### src/verilog/clc_pkg.sv
package clc_pkg;
  // ==========================================================
  // Register map
  localparam logic [7:0] ADDR_INPUT_LIMIT_AND_REGULATION_VOLTAGE = 8'h02;
  localparam logic [7:0] ADDR_CHARGE_OPTIONS_AND_INPUT_REGULATION = 8'h03;
  localparam logic [7:0] ADDR_SAFETY_LIMIT_CURRENT_VOLTAGE = 8'h04;
  localparam logic [7:0] RST_INPUT_LIMIT_AND_REGULATION_VOLTAGE = 8'h19;
  localparam logic [7:0] RST_CHARGE_OPTIONS_AND_INPUT_REGULATION = 8'h8A;
  localparam logic [7:0] RST_SAFETY_LIMIT_CURRENT_VOLTAGE = 8'h40;
  // ==========================================================
  // Field positions
  localparam int INPUT_LIMIT_MSB = 7;
  localparam int INPUT_LIMIT_LSB = 6;
  localparam int REG_VOLT_MSB = 5;
  localparam int SHORT_REF_BIT = 7;
  localparam int MODE_POL_BIT = 6;
  localparam int MODE_EN_BIT = 5;
  localparam int TERM_EN_BIT = 4;
  localparam int LOW_CURRENT_OVERRIDE_BIT = 3;
  localparam int VIN_REG_MSB = 2;
  localparam int MAX_CHG_MSB = 7;
  localparam int MAX_CHG_LSB = 4;
  localparam int MAX_REG_MSB = 3;
  // ==========================================================
  // Decode constants
  localparam logic [9:0] LIMIT_CODE0_MA = 10'h064;
  localparam logic [9:0] LIMIT_CODE1_MA = 10'h1F4;
  localparam logic [9:0] LIMIT_CODE2_MA = 10'h3CF;
  localparam logic [9:0] LIMIT_NONE_MA = 10'h3FF;
  localparam logic [9:0] DETECT_STD_MA = 10'h1F4;
  localparam logic [9:0] DETECT_CHARGER_MA = 10'h3E8;
  localparam logic [12:0] REG_VOLT_BASE_MV = 13'h0DAC;
  localparam logic [12:0] REG_VOLT_STEP_MV = 13'h0014;
  localparam logic [5:0] REG_VOLT_SAT_CODE = 6'h2F;
  localparam logic [5:0] BOOST_5V_CODE = 6'h19;
  localparam logic [12:0] MAX_REG_BASE_MV = 13'h1068;
  localparam logic [3:0] MAX_REG_SAT_CODE = 4'hC;
  localparam logic [12:0] VIN_REG_BASE_MV = 13'h1068;
  localparam logic [12:0] VIN_REG_STEP_MV = 13'h0050;
  localparam logic [4:0] SENSE_BASE_MV = 5'h0B;
  localparam logic [4:0] SENSE_STEP_MV = 5'h02;
  localparam logic [3:0] SENSE_SAT_CODE = 4'hA;
  localparam logic [4:0] LOW_CURRENT_OVERRIDE_SENSE_MV = 5'h03;
endpackage

### src/verilog/clc_limit_regs.sv
`timescale 1ns/1ns
module clc_limit_regs
  import clc_pkg::*;
(
  input wire logic core_clk_i, // 25 MHz clock
  input wire logic sys_rst_i, // Async reset, active high
  input wire logic reg_wr_i, // Register write strobe
  input wire logic reg_rd_i, // Register read strobe
  input wire logic [7:0] reg_addr_i, // Register address, whole device map
  input wire logic [7:0] reg_wdata_i, // Write data
  output logic [7:0] reg_rdata_o, // Read data, valid cycle after read
  input wire logic sense_below_short_i, // Sense output below short threshold
  input wire logic charging_i, // Charger in charge mode
  input wire logic [3:0] charge_current_code_i, // Programmed charge current code
  input wire logic limit_source_select_i, // Limit-select bit
  input wire logic port_detect_charger_i, // Detection result: 1 charger, 0 std port
  input wire logic mode_pin_i, // External mode pin level
  output logic [9:0] input_limit_ma_o, // Applied input limit, all ones unlimited
  output logic [12:0] reg_voltage_mv_o, // Applied battery regulation voltage
  output logic [5:0] boost_code_o, // Saturated boost voltage code
  output logic [4:0] charge_sense_mv_o, // Applied charge sense voltage
  output logic [12:0] input_vreg_mv_o, // Input voltage regulation level
  output logic short_ref_external_o, // Threshold pin current source on
  output logic mode_pin_active_o, // Mode pin enabled and asserted
  output logic term_enable_o, // Charge termination enabled
  output logic safety_locked_o // Safety register write-locked
);

  // ==========================================================
  // Decode functions
  function automatic logic [4:0] sense_mv(input logic [3:0] code);
    logic [3:0] c;
    c = (code > SENSE_SAT_CODE) ? SENSE_SAT_CODE : code;
    sense_mv = SENSE_BASE_MV + 5'(SENSE_STEP_MV * {1'b0, c});
  endfunction

  function automatic logic [12:0] reg_mv(input logic [5:0] code);
    logic [5:0] c;
    c = (code > REG_VOLT_SAT_CODE) ? REG_VOLT_SAT_CODE : code;
    reg_mv = REG_VOLT_BASE_MV + 13'(REG_VOLT_STEP_MV * {7'h00, c});
  endfunction

  function automatic logic [12:0] max_reg_mv(input logic [3:0] code);
    logic [3:0] c;
    c = (code > MAX_REG_SAT_CODE) ? MAX_REG_SAT_CODE : code;
    max_reg_mv = MAX_REG_BASE_MV + 13'(REG_VOLT_STEP_MV * {9'h000, c});
  endfunction

  // ==========================================================
  // Registers
  logic [7:0] input_limit_and_regulation_voltage;
  logic [7:0] charge_options_and_input_regulation;
  logic [7:0] safety_limit_current_voltage;
  logic safety_locked;
  logic wr_b;
  logic wr_c;
  logic wr_d;
  logic wr_other;

  assign wr_b = reg_wr_i && (reg_addr_i == ADDR_INPUT_LIMIT_AND_REGULATION_VOLTAGE);
  assign wr_c = reg_wr_i && (reg_addr_i == ADDR_CHARGE_OPTIONS_AND_INPUT_REGULATION);
  assign wr_d = reg_wr_i && (reg_addr_i == ADDR_SAFETY_LIMIT_CURRENT_VOLTAGE);
  assign wr_other = reg_wr_i && !wr_d;

  always_ff @(posedge core_clk_i or posedge sys_rst_i) begin
    if (sys_rst_i) begin
      input_limit_and_regulation_voltage <= RST_INPUT_LIMIT_AND_REGULATION_VOLTAGE;
    end else if (wr_b) begin
      input_limit_and_regulation_voltage <= reg_wdata_i;
    end
  end

  always_ff @(posedge core_clk_i or posedge sys_rst_i) begin
    if (sys_rst_i) begin
      charge_options_and_input_regulation <= RST_CHARGE_OPTIONS_AND_INPUT_REGULATION;
    end else if (wr_c) begin
      charge_options_and_input_regulation <= reg_wdata_i;
    end
  end

  // Safety register: reload on short, write only while unlocked
  always_ff @(posedge core_clk_i or posedge sys_rst_i) begin
    if (sys_rst_i) begin
      safety_limit_current_voltage <= RST_SAFETY_LIMIT_CURRENT_VOLTAGE;
    end else if (sense_below_short_i) begin
      safety_limit_current_voltage <= RST_SAFETY_LIMIT_CURRENT_VOLTAGE;
    end else if (wr_d && !safety_locked) begin
      safety_limit_current_voltage <= reg_wdata_i;
    end
  end

  always_ff @(posedge core_clk_i or posedge sys_rst_i) begin
    if (sys_rst_i) begin
      safety_locked <= 1'b0;
    end else if (sense_below_short_i) begin
      safety_locked <= 1'b0;
    end else if (wr_other) begin
      safety_locked <= 1'b1;
    end
  end

  // ==========================================================
  // Read port
  always_ff @(posedge core_clk_i or posedge sys_rst_i) begin
    if (sys_rst_i) begin
      reg_rdata_o <= 8'h00;
    end else if (reg_rd_i) begin
      unique case (reg_addr_i)
        ADDR_INPUT_LIMIT_AND_REGULATION_VOLTAGE: reg_rdata_o <= input_limit_and_regulation_voltage;
        ADDR_CHARGE_OPTIONS_AND_INPUT_REGULATION: begin
          reg_rdata_o <= charge_options_and_input_regulation;
        end
        ADDR_SAFETY_LIMIT_CURRENT_VOLTAGE: reg_rdata_o <= safety_limit_current_voltage;
        default: reg_rdata_o <= 8'h00;
      endcase
    end
  end

  // ==========================================================
  // Applied limits
  logic [1:0] limit_code;
  logic [5:0] volt_code;
  logic [3:0] max_chg_code;
  logic [3:0] max_reg_code;
  logic [9:0] next_input_limit;
  logic [9:0] prog_limit;
  logic [9:0] det_limit;
  logic [12:0] next_reg_voltage;
  logic [4:0] next_charge_sense;

  assign limit_code = input_limit_and_regulation_voltage[INPUT_LIMIT_MSB:INPUT_LIMIT_LSB];
  assign volt_code = input_limit_and_regulation_voltage[REG_VOLT_MSB:0];
  assign max_chg_code = safety_limit_current_voltage[MAX_CHG_MSB:MAX_CHG_LSB];
  assign max_reg_code = safety_limit_current_voltage[MAX_REG_MSB:0];

  always_comb begin
    unique case (limit_code)
      2'h0: prog_limit = LIMIT_CODE0_MA;
      2'h1: prog_limit = LIMIT_CODE1_MA;
      2'h2: prog_limit = LIMIT_CODE2_MA;
      2'h3: prog_limit = LIMIT_NONE_MA;
    endcase
    det_limit = port_detect_charger_i ? DETECT_CHARGER_MA : DETECT_STD_MA;
    if (!limit_source_select_i && det_limit > prog_limit) begin
      next_input_limit = det_limit;
    end else begin
      next_input_limit = prog_limit;
    end
  end

  always_comb begin
    next_reg_voltage = reg_mv(volt_code);
    if (charging_i && max_reg_mv(max_reg_code) < next_reg_voltage) begin
      next_reg_voltage = max_reg_mv(max_reg_code);
    end
    next_charge_sense = sense_mv(charge_current_code_i);
    if (charging_i && sense_mv(max_chg_code) < next_charge_sense) begin
      next_charge_sense = sense_mv(max_chg_code);
    end
    if (charge_options_and_input_regulation[LOW_CURRENT_OVERRIDE_BIT]) begin
      next_charge_sense = LOW_CURRENT_OVERRIDE_SENSE_MV;
    end
  end

  always_ff @(posedge core_clk_i or posedge sys_rst_i) begin
    if (sys_rst_i) begin
      input_limit_ma_o <= 10'h000;
      reg_voltage_mv_o <= 13'h0000;
      boost_code_o <= 6'h00;
      charge_sense_mv_o <= 5'h00;
      input_vreg_mv_o <= 13'h0000;
    end else begin
      input_limit_ma_o <= next_input_limit;
      reg_voltage_mv_o <= next_reg_voltage;
      boost_code_o <= (volt_code > REG_VOLT_SAT_CODE) ? REG_VOLT_SAT_CODE : volt_code;
      charge_sense_mv_o <= next_charge_sense;
      input_vreg_mv_o <= VIN_REG_BASE_MV + 13'(VIN_REG_STEP_MV *
        {10'h000, charge_options_and_input_regulation[VIN_REG_MSB:0]});
    end
  end

  always_ff @(posedge core_clk_i or posedge sys_rst_i) begin
    if (sys_rst_i) begin
      short_ref_external_o <= 1'b0;
      mode_pin_active_o <= 1'b0;
      term_enable_o <= 1'b0;
      safety_locked_o <= 1'b0;
    end else begin
      short_ref_external_o <= charge_options_and_input_regulation[SHORT_REF_BIT];
      mode_pin_active_o <= charge_options_and_input_regulation[MODE_EN_BIT] &&
        (mode_pin_i == charge_options_and_input_regulation[MODE_POL_BIT]);
      term_enable_o <= charge_options_and_input_regulation[TERM_EN_BIT];
      safety_locked_o <= safety_locked;
    end
  end
endmodule

### config.mk
export PLATFORM = sky130hd
export DESIGN_NAME = clc_limit_regs
export DESIGN_NICKNAME = d
export VERILOG_FILES = /design/src/verilog/clc_pkg.sv /design/src/verilog/clc_limit_regs.sv
export SDC_FILE = /design/constraint.sdc
export NUM_CORES = 1
export LEC_CHECK = 0
export ABC_AREA = 1
export ABC_CLOCK_PERIOD_IN_PS = 4710
export BUFFER_PORTS_ARGS = -buffer_cell sky130_fd_sc_hd__buf_2
export CAP_MARGIN = 10
export CORE_MARGIN = 10
export CORE_UTILIZATION = 35
export CTS_BUF_LIST = sky130_fd_sc_hd__clkbuf_4
export DETAILED_ROUTE_END_ITERATION = 10
export PLACE_DENSITY = 0.52
export RECOVER_POWER = 50
export SKIP_CTS_REPAIR_TIMING = 1
export SYNTH_ARGS = -nofsm -noshare
export SYNTH_HDL_FRONTEND = slang
export SYNTH_SLANG_ARGS = --single-unit
### constraint.sdc
create_clock -name core_clk_i -period 4.71 [get_ports core_clk_i]
set_clock_uncertainty 0.15 [all_clocks]
set_input_delay 0.942 -clock core_clk_i [delete_from_list [all_inputs] [get_ports core_clk_i]]
set_output_delay 0.942 -clock core_clk_i [all_outputs]
set_load 0.02 [all_outputs]
==> reports/qor.txt, run 1 <==
top-area cell type share of the netlist area -> 40.1%
Final Max Tran Viols -> 35
Clock Tree Root -> clkbuf_4
HP Start -> safety_locked
number of synthesized flops with an enable pin -> 0
largest net degree at the start of global routing -> 40
Crit-path slowest cell -> dfstp_1
grt ovf -> 0
Worst Hold End -> safety_locked_o
warning count from the yosys run -> 0
maximum VDD drop -> 0.184 mV
RR Startpoint -> input_limit_and_regulation_voltage[4]
DP HPWL -> 7990 um
Routed WL per cell -> 14.0 um
die area -> 16,300 um2
max-cap viol count -> 2
area of the multi-input gates -> 1800 um2
post-layout minimum cycle time -> 4.02 ns
Critical Path Sink Type -> flop
vias -> 3,237
Post-DRT Antenna Nets -> 0
part of the cycle the worst path needs -> 85.3%
type of origin of the critical path -> flop
reg-to-reg critical path endpoint -> reg_voltage_mv_o[7]
first-pass GRT wire length -> 16,400 um
Async S/R FF share, synth -> 100%
Synth top cells by count -> 123 x nand2_1, 81 x inv_1, 65 x dfrtp_1
status -> finished with violations
Hold Fails Final Rpt -> 0
Worst EP arrival -> 4.22 ns
synth unique cells -> 38
Final Net Count -> 627
Relative slew margins -> -19.6%
Pleak -> 2.67 nW
Hold Path Stages -> 0
drt total wl -> 9970 um
layout cells sized above 1 -> 21.2%
Iter 0 DRT Violations -> 224
CP Class -> flop to flop
Worst Setup SP -> input_limit_and_regulation_voltage[4]
clk sinks -> 72
die height -> 128 um
biggest area consumer among synthesized cells -> dfrtp_1
worst skew pair latency -> 0.46 ns
CP peak stage delay -> 0.65 ns
synth top area cells -> dfrtp_1 40%, nand2_1 11%, ha_1 9.3%
RSZ-0062 raised after global routing -> false
final non-filler cell total -> 714
CTS clock-pin slew for the worst setup and hold paths -> 0.13 ns
reg2reg path depth -> 25
Sum Neg Setup Slack -> 0 ns
initial core utilization -> 35.6%
sequential cell area -> 1810 um2
routability cong. -> 0.840
routed vias/inst -> 4.53
sequential area share after synthesis -> 44.7%
Clock Path Buffers -> 2
DP Cell Count -> 698
core area -> 11,400 um2
measured slew at the worst slew-check pin -> 1.79 ns
Final setup viols -> 0
PwrDens -> 277 nW/um2
Max FO, Critical Path -> 10
Antenna diodes -> 0
initial antenna violation count -> 0
Synth Flop Type -> dfrtp_1
# IOs -> 88
Post-Syn Area -> 4050 um2
total clock buffers created by CTS -> 9
drt first pass iters -> 5
IO buf count -> 81
vias in the first global route -> 3,328
Synth Register Bits -> 72
Total Routing Usage GR -> 12.7%
CTS tree -> done
DR DRC count -> 0
Syn Area/Cell -> 8.29 um2
fmax -> 249 MHz
Layout Area Growth over Synthesis -> 14.8%
Die Wd -> 128 um
HP Class -> flop to flop
top-count cell post-synth -> nand2_1
reg-to-reg slack, setup -> 0.69 ns
synthesized instance count -> 489
FILL cells -> 1,195
Req. time, crit path -> 4.91 ns
violated checks -> max-capacitance violations, max-slew violations
# rows -> 39
H-tree levels -> 3
CP dominant cell by count -> nand2_1
==> layer usage <==
metal | up-vias | part of all wire (%) | track usage (%)
met5 | - | 0 | 0
li1 | 1668 | - | -
met4 | 0 | 1.7 | 5.56
met1 | 1484 | 45 | 15.2
met3 | 12 | 6.8 | 4.71
met2 | 73 | 46 | 20.1
==> kinds of logic after synthesis <==
kind of cell	synth area share [%]
AO/OA/AOI/OAI	9.45
XOR/XNOR	2.35
adder cells (fa/ha/maj)	10.3
buffers and inverters	11.1
flip-flops	44.7
other	0.185
AND/OR/NAND/NOR	22.0
==> cell usage in the layout (no fill, tap or decap), types with 3 or more instances in the layout <==
cell type	count
o21ai_0	41
nand3_2	4
dfstp_2	4
o22ai_1	4
nor2_1	28
a21oi_1	17
clkbuf_4	9
nand3_1	22
ha_1	30
xor2_1	5
buf_2	80
dfrtp_1	65
xnor2_1	4
nand2_1	124
nand2_2	4
conb_1	7
inv_1	83
dfstp_1	3
nor3_1	5
==> worst max-delay path by stage <==
| stage | cells past startpoint | slack (ns) | end |
|---|---|---|---|
| after floorplan | 25 | 1.11 | reg_voltage_mv_o[4] |
| after global placement | 24 | 0.92 | reg_voltage_mv_o[9] |
| after detailed placement | 24 | 0.79 | reg_voltage_mv_o[5] |
| after CTS | 24 | 0.74 | reg_voltage_mv_o[7] |
| after global routing | 24 | 0.25 | reg_voltage_mv_o[7] |
| final | 25 | 0.69 | reg_voltage_mv_o[7] |
==> critical path: cells and delay by family, from the launching register on <==
family | cells | cell delay [ns]
AND/OR/NAND/NOR | 15 | 1.49
buffers and inverters | 6 | 0.48
flip-flops | 1 | 0.65
adder cells (fa/ha/maj) | 4 | 1.14
==> through the flow <==
| stage | setup WS (ns) | power [mW] | utilization [%] | area, um2 | hold slack (ns) |
|---|---|---|---|---|---|
| final | 0.692 | 1.29 | 40.9 | 4650 | 0.239 |
| after global placement | 0.917 | 0.899 | 39.8 | 4530 | 0.210 |
| after floorplan | 1.11 | 0.834 | - | 4070 | 0.204 |
| after CTS | 0.744 | 1.32 | 41.0 | 4660 | 0.250 |
| after global routing | 0.248 | 1.37 | 40.9 | 4650 | 0.272 |
| after detailed placement | 0.787 | 0.904 | 39.8 | 4530 | 0.215 |
==> state kept, by name, indices dropped and copies added, names as in the netlist, 5 cells and up <==
| register | count |
|---|---|
| input_vreg_mv_o | 7 |
| safety_limit_current_voltage | 8 |
| reg_voltage_mv_o | 11 |
| input_limit_and_regulation_voltage | 8 |
| reg_rdata_o | 8 |
| charge_sense_mv_o | 5 |
| charge_options_and_input_regulation | 8 |
| boost_code_o | 6 |
| input_limit_ma_o | 6 |
==> cell type report <==
type / instances / area share (%)
clock inverters: 7 / 1.51
clock buffers: 9 / 1.45
multi-input cells: 317 / 38.7
inverters: 84 / 6.78
repair buffers: 82 / 8.77
flip-flops and latches: 72 / 38.9
well taps: 143 / 3.85
==> power breakdown <==
part	internal [mW]	switching (mW)
Clock	0.162	0.241
Combinational	0.0720	0.147
Sequential	0.652	0.0153
(Power assumes the default switching activity.)
==> inputs of run 2 (changes only) <==
--- a/config.mk
+++ b/config.mk
@@ -13,9 +13,10 @@
 export CORE_UTILIZATION = 35
 export CTS_BUF_LIST = sky130_fd_sc_hd__clkbuf_4
 export DETAILED_ROUTE_END_ITERATION = 10
-export PLACE_DENSITY = 0.52
+export PLACE_DENSITY = 0.59
 export RECOVER_POWER = 50
 export SKIP_CTS_REPAIR_TIMING = 1
+export SKIP_LAST_GASP = 1
 export SYNTH_ARGS = -nofsm -noshare
 export SYNTH_HDL_FRONTEND = slang
 export SYNTH_SLANG_ARGS = --single-unit
==> run 2 against run 1 <==
Effect of this change:
- via count up 1.1%
- design area up 0.19%
- first-iteration DRC count down 11%
- the flow still finishes with violations (max-capacitance violations, max-slew violations)
- flip-flop and latch count unchanged
- sequential power about the same
- count of clock-buffer cells in the layout unchanged
- setup slack worse by 0.033 ns
- combinational power about the same
==> reports/qor.txt, run 2 (same netlist as run 1, synthesis figures left out) <==
status -> finished with violations
violated checks -> max-capacitance violations, max-slew violations
die area -> 16,300 um2
part of the cycle the worst path needs -> 86.0%
design area -> 4660 um2
Die Wd -> 128 um
post-layout minimum cycle time -> 4.05 ns
final core occ -> 41.0%
Total Routing Usage GR -> 12.7%
CTS clock-pin slew for the worst setup and hold paths -> 0.14 ns
Max FO, Critical Path -> 10
# rows -> 39
most frequent cells in the layout -> 124 x nand2_1, 83 x inv_1, 80 x buf_2
clk sinks -> 72
layout cells sized above 1 -> 21.2%
reg-to-reg slack, setup -> 0.66 ns
largest net degree at the start of global routing -> 40
worst slack at placement -> 0.725 ns
Routed WL per cell -> 14.1 um
Sum Neg Setup Slack -> 0 ns
Req. time, crit path -> 4.89 ns
CTS tree -> done
routed vias/inst -> 4.57
Iter 0 DRT Violations -> 199
type of origin of the critical path -> flop
Clock Tree Root -> clkbuf_4
total clock buffers created by CTS -> 9
DR DRC count -> 0
first-pass GRT wire length -> 16,700 um
drt first pass iters -> 4
grt ovf -> 0
vias -> 3,271
# IOs -> 88
Critical Path Sink Type -> flop
fmax -> 247 MHz
core area -> 11,400 um2
DP HPWL -> 8140 um
max-cap viol count -> 2
routability cong. -> 0.852
final non-filler cell total -> 715
RSZ-0062 raised after global routing -> false
CP Class -> flop to flop
Pleak -> 2.67 nW
Pwr Total -> 1.30 mW
initial core utilization -> 35.6%
H-tree levels -> 3
register with the most flip-flops -> reg_voltage_mv_o
die height -> 128 um
max FFs per register -> 11
final setup margin -> 0.659 ns
worst skew pair latency -> 0.44 ns
FILL cells -> 1,144
Relative slew margins -> -17.3%
vias in the first global route -> 3,373
HP Class -> flop to flop
maximum VDD drop -> 0.153 mV
most common cell after layout, fill and taps aside -> nand2_1
Hold Fails Final Rpt -> 0
dpl cell area -> 4530 um2
Clock Path Buffers -> 2
IO buf count -> 81
Post-DRT Antenna Nets -> 0
Layout Area Growth over Synthesis -> 15.0%
DP Cell Count -> 698
initial antenna violation count -> 1
Final Net Count -> 627
worst hold slack -> 0.249 ns
drt total wl -> 10,100 um
PwrDens -> 279 nW/um2
Final Max Tran Viols -> 75
Worst EP arrival -> 4.23 ns
Final setup viols -> 0
measured slew at the worst slew-check pin -> 1.76 ns
## run 2: cell count changes in the layout (fill, tap and decap cells not counted), sizes merged
cell      before  now
clkinvlp       0    1
clkinv         5    2
diode          0    1
inv           85   87
## run 2: where the power goes
group	leakage, nW	internal, mW	switching (mW)	total [mW]
Clock	0.0750	0.166	0.246	0.412
Sequential	0.901	0.652	0.0163	0.668
Combinational	1.69	0.0723	0.147	0.219
Total	2.67	0.890	0.409	1.30
## run 2: final cells by class
class / count / area (um2) / share of cell area (%)
repair buffers: 82 / 408 / 8.75
flip-flops and latches: 72 / 1810 / 38.8
clock buffers: 9 / 67.6 / 1.45
multi-input cells: 317 / 1800 / 38.7
well taps: 143 / 179 / 3.84
diodes: 1 / 2.50 / 0.0537
inverters: 84 / 315 / 6.77
clock inverters: 7 / 76.3 / 1.64
## run 2: worst paths after layout
kind / startpoint / endpoint / depth (start not counted)
max: input_limit_and_regulation_voltage[5] / reg_voltage_mv_o[5] / 24
min: safety_locked / safety_locked_o / 0
max reg2reg: input_limit_and_regulation_voltage[5] / reg_voltage_mv_o[5] / 24
min reg2reg: safety_locked / safety_locked_o / 0
max in group asynchronous: sys_rst_i / input_vreg_mv_o[10] / 3
min in group asynchronous: sys_rst_i / charge_sense_mv_o[2] / 2
## run 2: routing by layer
metal  up-vias  GRT usage (%)  part of all wire [%]
met5         -              0                     0
met2        93           20.3                    46
li1       1673              -                     -
met4         0           5.10                   2.1
met3        16           4.09                   7.4
met1      1489           15.5                    45
## run 2: critical path: stages, from the launching register on
cell	delay, ns
dfrtp_1	0.50
nand2_1	0.15
inv_1	0.09
nor2_1	0.17
inv_1	0.09
ha_1	0.30
ha_1	0.23
inv_1	0.08
fa_1	0.43
xor2_2	0.26
nand2_2	0.10
nand3_2	0.09
and2_2	0.16
inv_1	0.04
ha_1	0.28
nand2_1	0.07
inv_1	0.04
nor3_1	0.15
nand2_1	0.07
nand2_1	0.05
nand2_1	0.08
nand4_4	0.14
nand2_4	0.10
nand2_1	0.07
nand2_1	0.05
==> inputs of run 3 (changes only) <==
--- a/config.mk
+++ b/config.mk
@@ -8,12 +8,11 @@
 export ABC_AREA = 1
 export ABC_CLOCK_PERIOD_IN_PS = 4710
 export BUFFER_PORTS_ARGS = -buffer_cell sky130_fd_sc_hd__buf_2
-export CAP_MARGIN = 10
 export CORE_MARGIN = 10
-export CORE_UTILIZATION = 35
+export CORE_UTILIZATION = 57
 export CTS_BUF_LIST = sky130_fd_sc_hd__clkbuf_4
 export DETAILED_ROUTE_END_ITERATION = 10
-export PLACE_DENSITY = 0.59
+export PLACE_DENSITY = 0.87
 export RECOVER_POWER = 50
 export SKIP_CTS_REPAIR_TIMING = 1
 export SKIP_LAST_GASP = 1
==> run 3 against run 2 <==
Effect of this change:
- the flow still finishes with violations (max-capacitance violations, max-slew violations)
- clock power fell by 10%
- sequential power barely moved
- maximum frequency fell by 2.1%
- critical path type unchanged
- largest cell class unchanged
- highest routed layer unchanged
==> reports/qor.txt, run 3 (same netlist as run 1, synthesis figures left out) <==
status -> finished with violations
violated checks -> max-capacitance violations, max-slew violations
Pwr Total -> 1.26 mW
first-pass GRT wire length -> 15,900 um
final core occ -> 66.7%
Post-DRT Antenna Nets -> 0
worst skew pair latency -> 0.43 ns
maximum VDD drop -> 0.169 mV
vias in the first global route -> 3,391
part of the cycle the worst path needs -> 87.9%
largest net degree at the start of global routing -> 51
most frequent cells in the layout -> 124 x nand2_1, 83 x inv_1, 78 x buf_2
Sum Neg Setup Slack -> 0 ns
die area -> 10,900 um2
grt ovf -> 0
total clock buffers created by CTS -> 9
Pleak -> 2.66 nW
Routed WL per cell -> 14.5 um
layout cells sized above 1 -> 21.0%
Req. time, crit path -> 4.93 ns
Relative slew margins -> -23.0%
post-layout minimum cycle time -> 4.14 ns
CTS tree -> done
Clock Tree Root -> clkbuf_4
DR DRC count -> 0
max-cap viol count -> 1
FILL cells -> 579
initial antenna violation count -> 0
# IOs -> 88
Iter 0 DRT Violations -> 181
Critical Path Sink Type -> flop
HP Class -> flop to flop
IO buf count -> 81
fmax -> 242 MHz
Final setup viols -> 0
clk sinks -> 72
Worst EP arrival -> 4.36 ns
Total Routing Usage GR -> 17.5%
most common cell after layout, fill and taps aside -> nand2_1
Final Max Tran Viols -> 51
routed vias/inst -> 5.11
initial core utilization -> 59.0%
# rows -> 30
Clock Path Buffers -> 2
vias -> 3,408
max FFs per register -> 11
register with the most flip-flops -> reg_voltage_mv_o
PwrDens -> 275 nW/um2
RSZ-0062 raised after global routing -> false
Layout Area Growth over Synthesis -> 13.2%
drt total wl -> 9660 um
type of origin of the critical path -> flop
Die Wd -> 104 um
Hold Fails Final Rpt -> 0
H-tree levels -> 3
Antenna diodes -> 0
DP HPWL -> 7750 um
CTS clock-pin slew for the worst setup and hold paths -> 0.14 ns
die height -> 104 um
Max FO, Critical Path -> 10
Final Net Count -> 627
routability cong. -> 0.855
CP Class -> flop to flop
core area -> 6870 um2
measured slew at the worst slew-check pin -> 1.84 ns
drt first pass iters -> 6
## run 3: path summary, 6_finish.rpt
path | startpoint | to | slack, ns | cells past startpoint
min in group asynchronous | sys_rst_i | input_limit_ma_o[1] | 0.93 | 2
min reg2reg | safety_locked | safety_locked_o | 0.24 | 0
min | safety_locked | safety_locked_o | 0.24 | 0
max | input_limit_and_regulation_voltage[5] | reg_voltage_mv_o[4] | 0.57 | 24
max in group asynchronous | sys_rst_i | input_vreg_mv_o[10] | 1.58 | 3
max reg2reg | input_limit_and_regulation_voltage[5] | reg_voltage_mv_o[4] | 0.57 | 24
## run 3: report_power, final
| group | internal (mW) | total (mW) | switching, mW |
|---|---|---|---|
| clock network | 0.119 | 0.369 | 0.250 |
| logic | 0.0724 | 0.223 | 0.151 |
| registers | 0.652 | 0.667 | 0.0154 |
| total | 0.843 | 1.26 | 0.416 |
## run 3: final cells by class
cell class | count | area [um2] | share of cell area (%)
Inverter | 84 | 315 | 6.88
Multi-Input combinational cell | 317 | 1800 | 39.3
Tap cell | 96 | 120 | 2.62
Clock buffer | 9 | 67.6 | 1.47
Timing Repair Buffer | 82 | 405 | 8.84
Clock inverter | 7 | 63.8 | 1.39
Sequential cell | 72 | 1810 | 39.5
## run 3: worst max-delay path, cell delays in order (launching register included)
cell and delay [ns]:
dfrtp_1 0.51, nand2_1 0.15, inv_1 0.10, nor2_1 0.18, inv_1 0.09, ha_1 0.29
ha_1 0.22, inv_1 0.07, fa_1 0.42, xor2_2 0.26, nand2_2 0.11, nand3_2 0.10
and2_2 0.16, inv_1 0.04, ha_1 0.27, nand2_1 0.08, nor2_1 0.13, nor3_1 0.05
nand2_1 0.06, nand2_1 0.05, nand2_1 0.10, nand4_4 0.18, nand2_4 0.16, nand2_1 0.08
nand2_1 0.07
## run 3: layer usage
layer | up-vias | global-route usage [%] | share of wire, %
met1 | 1583 | 21.2 | 43
met2 | 132 | 29.1 | 48
met4 | 0 | 5.57 | 2.1
met3 | 20 | 5.20 | 7.8
met5 | - | 0 | 0
li1 | 1673 | - | -
## run 3: through the flow
step	cells	area [um2]	hold WS, ns	worst slack (ns)
finish	667	4580	0.239	0.571
global route	667	4580	0.262	0.298
CTS	667	4600	0.240	0.658
detailed placement	651	4470	0.210	0.706
global placement	651	4470	0.211	0.932
floorplan	494	4070	0.204	1.11
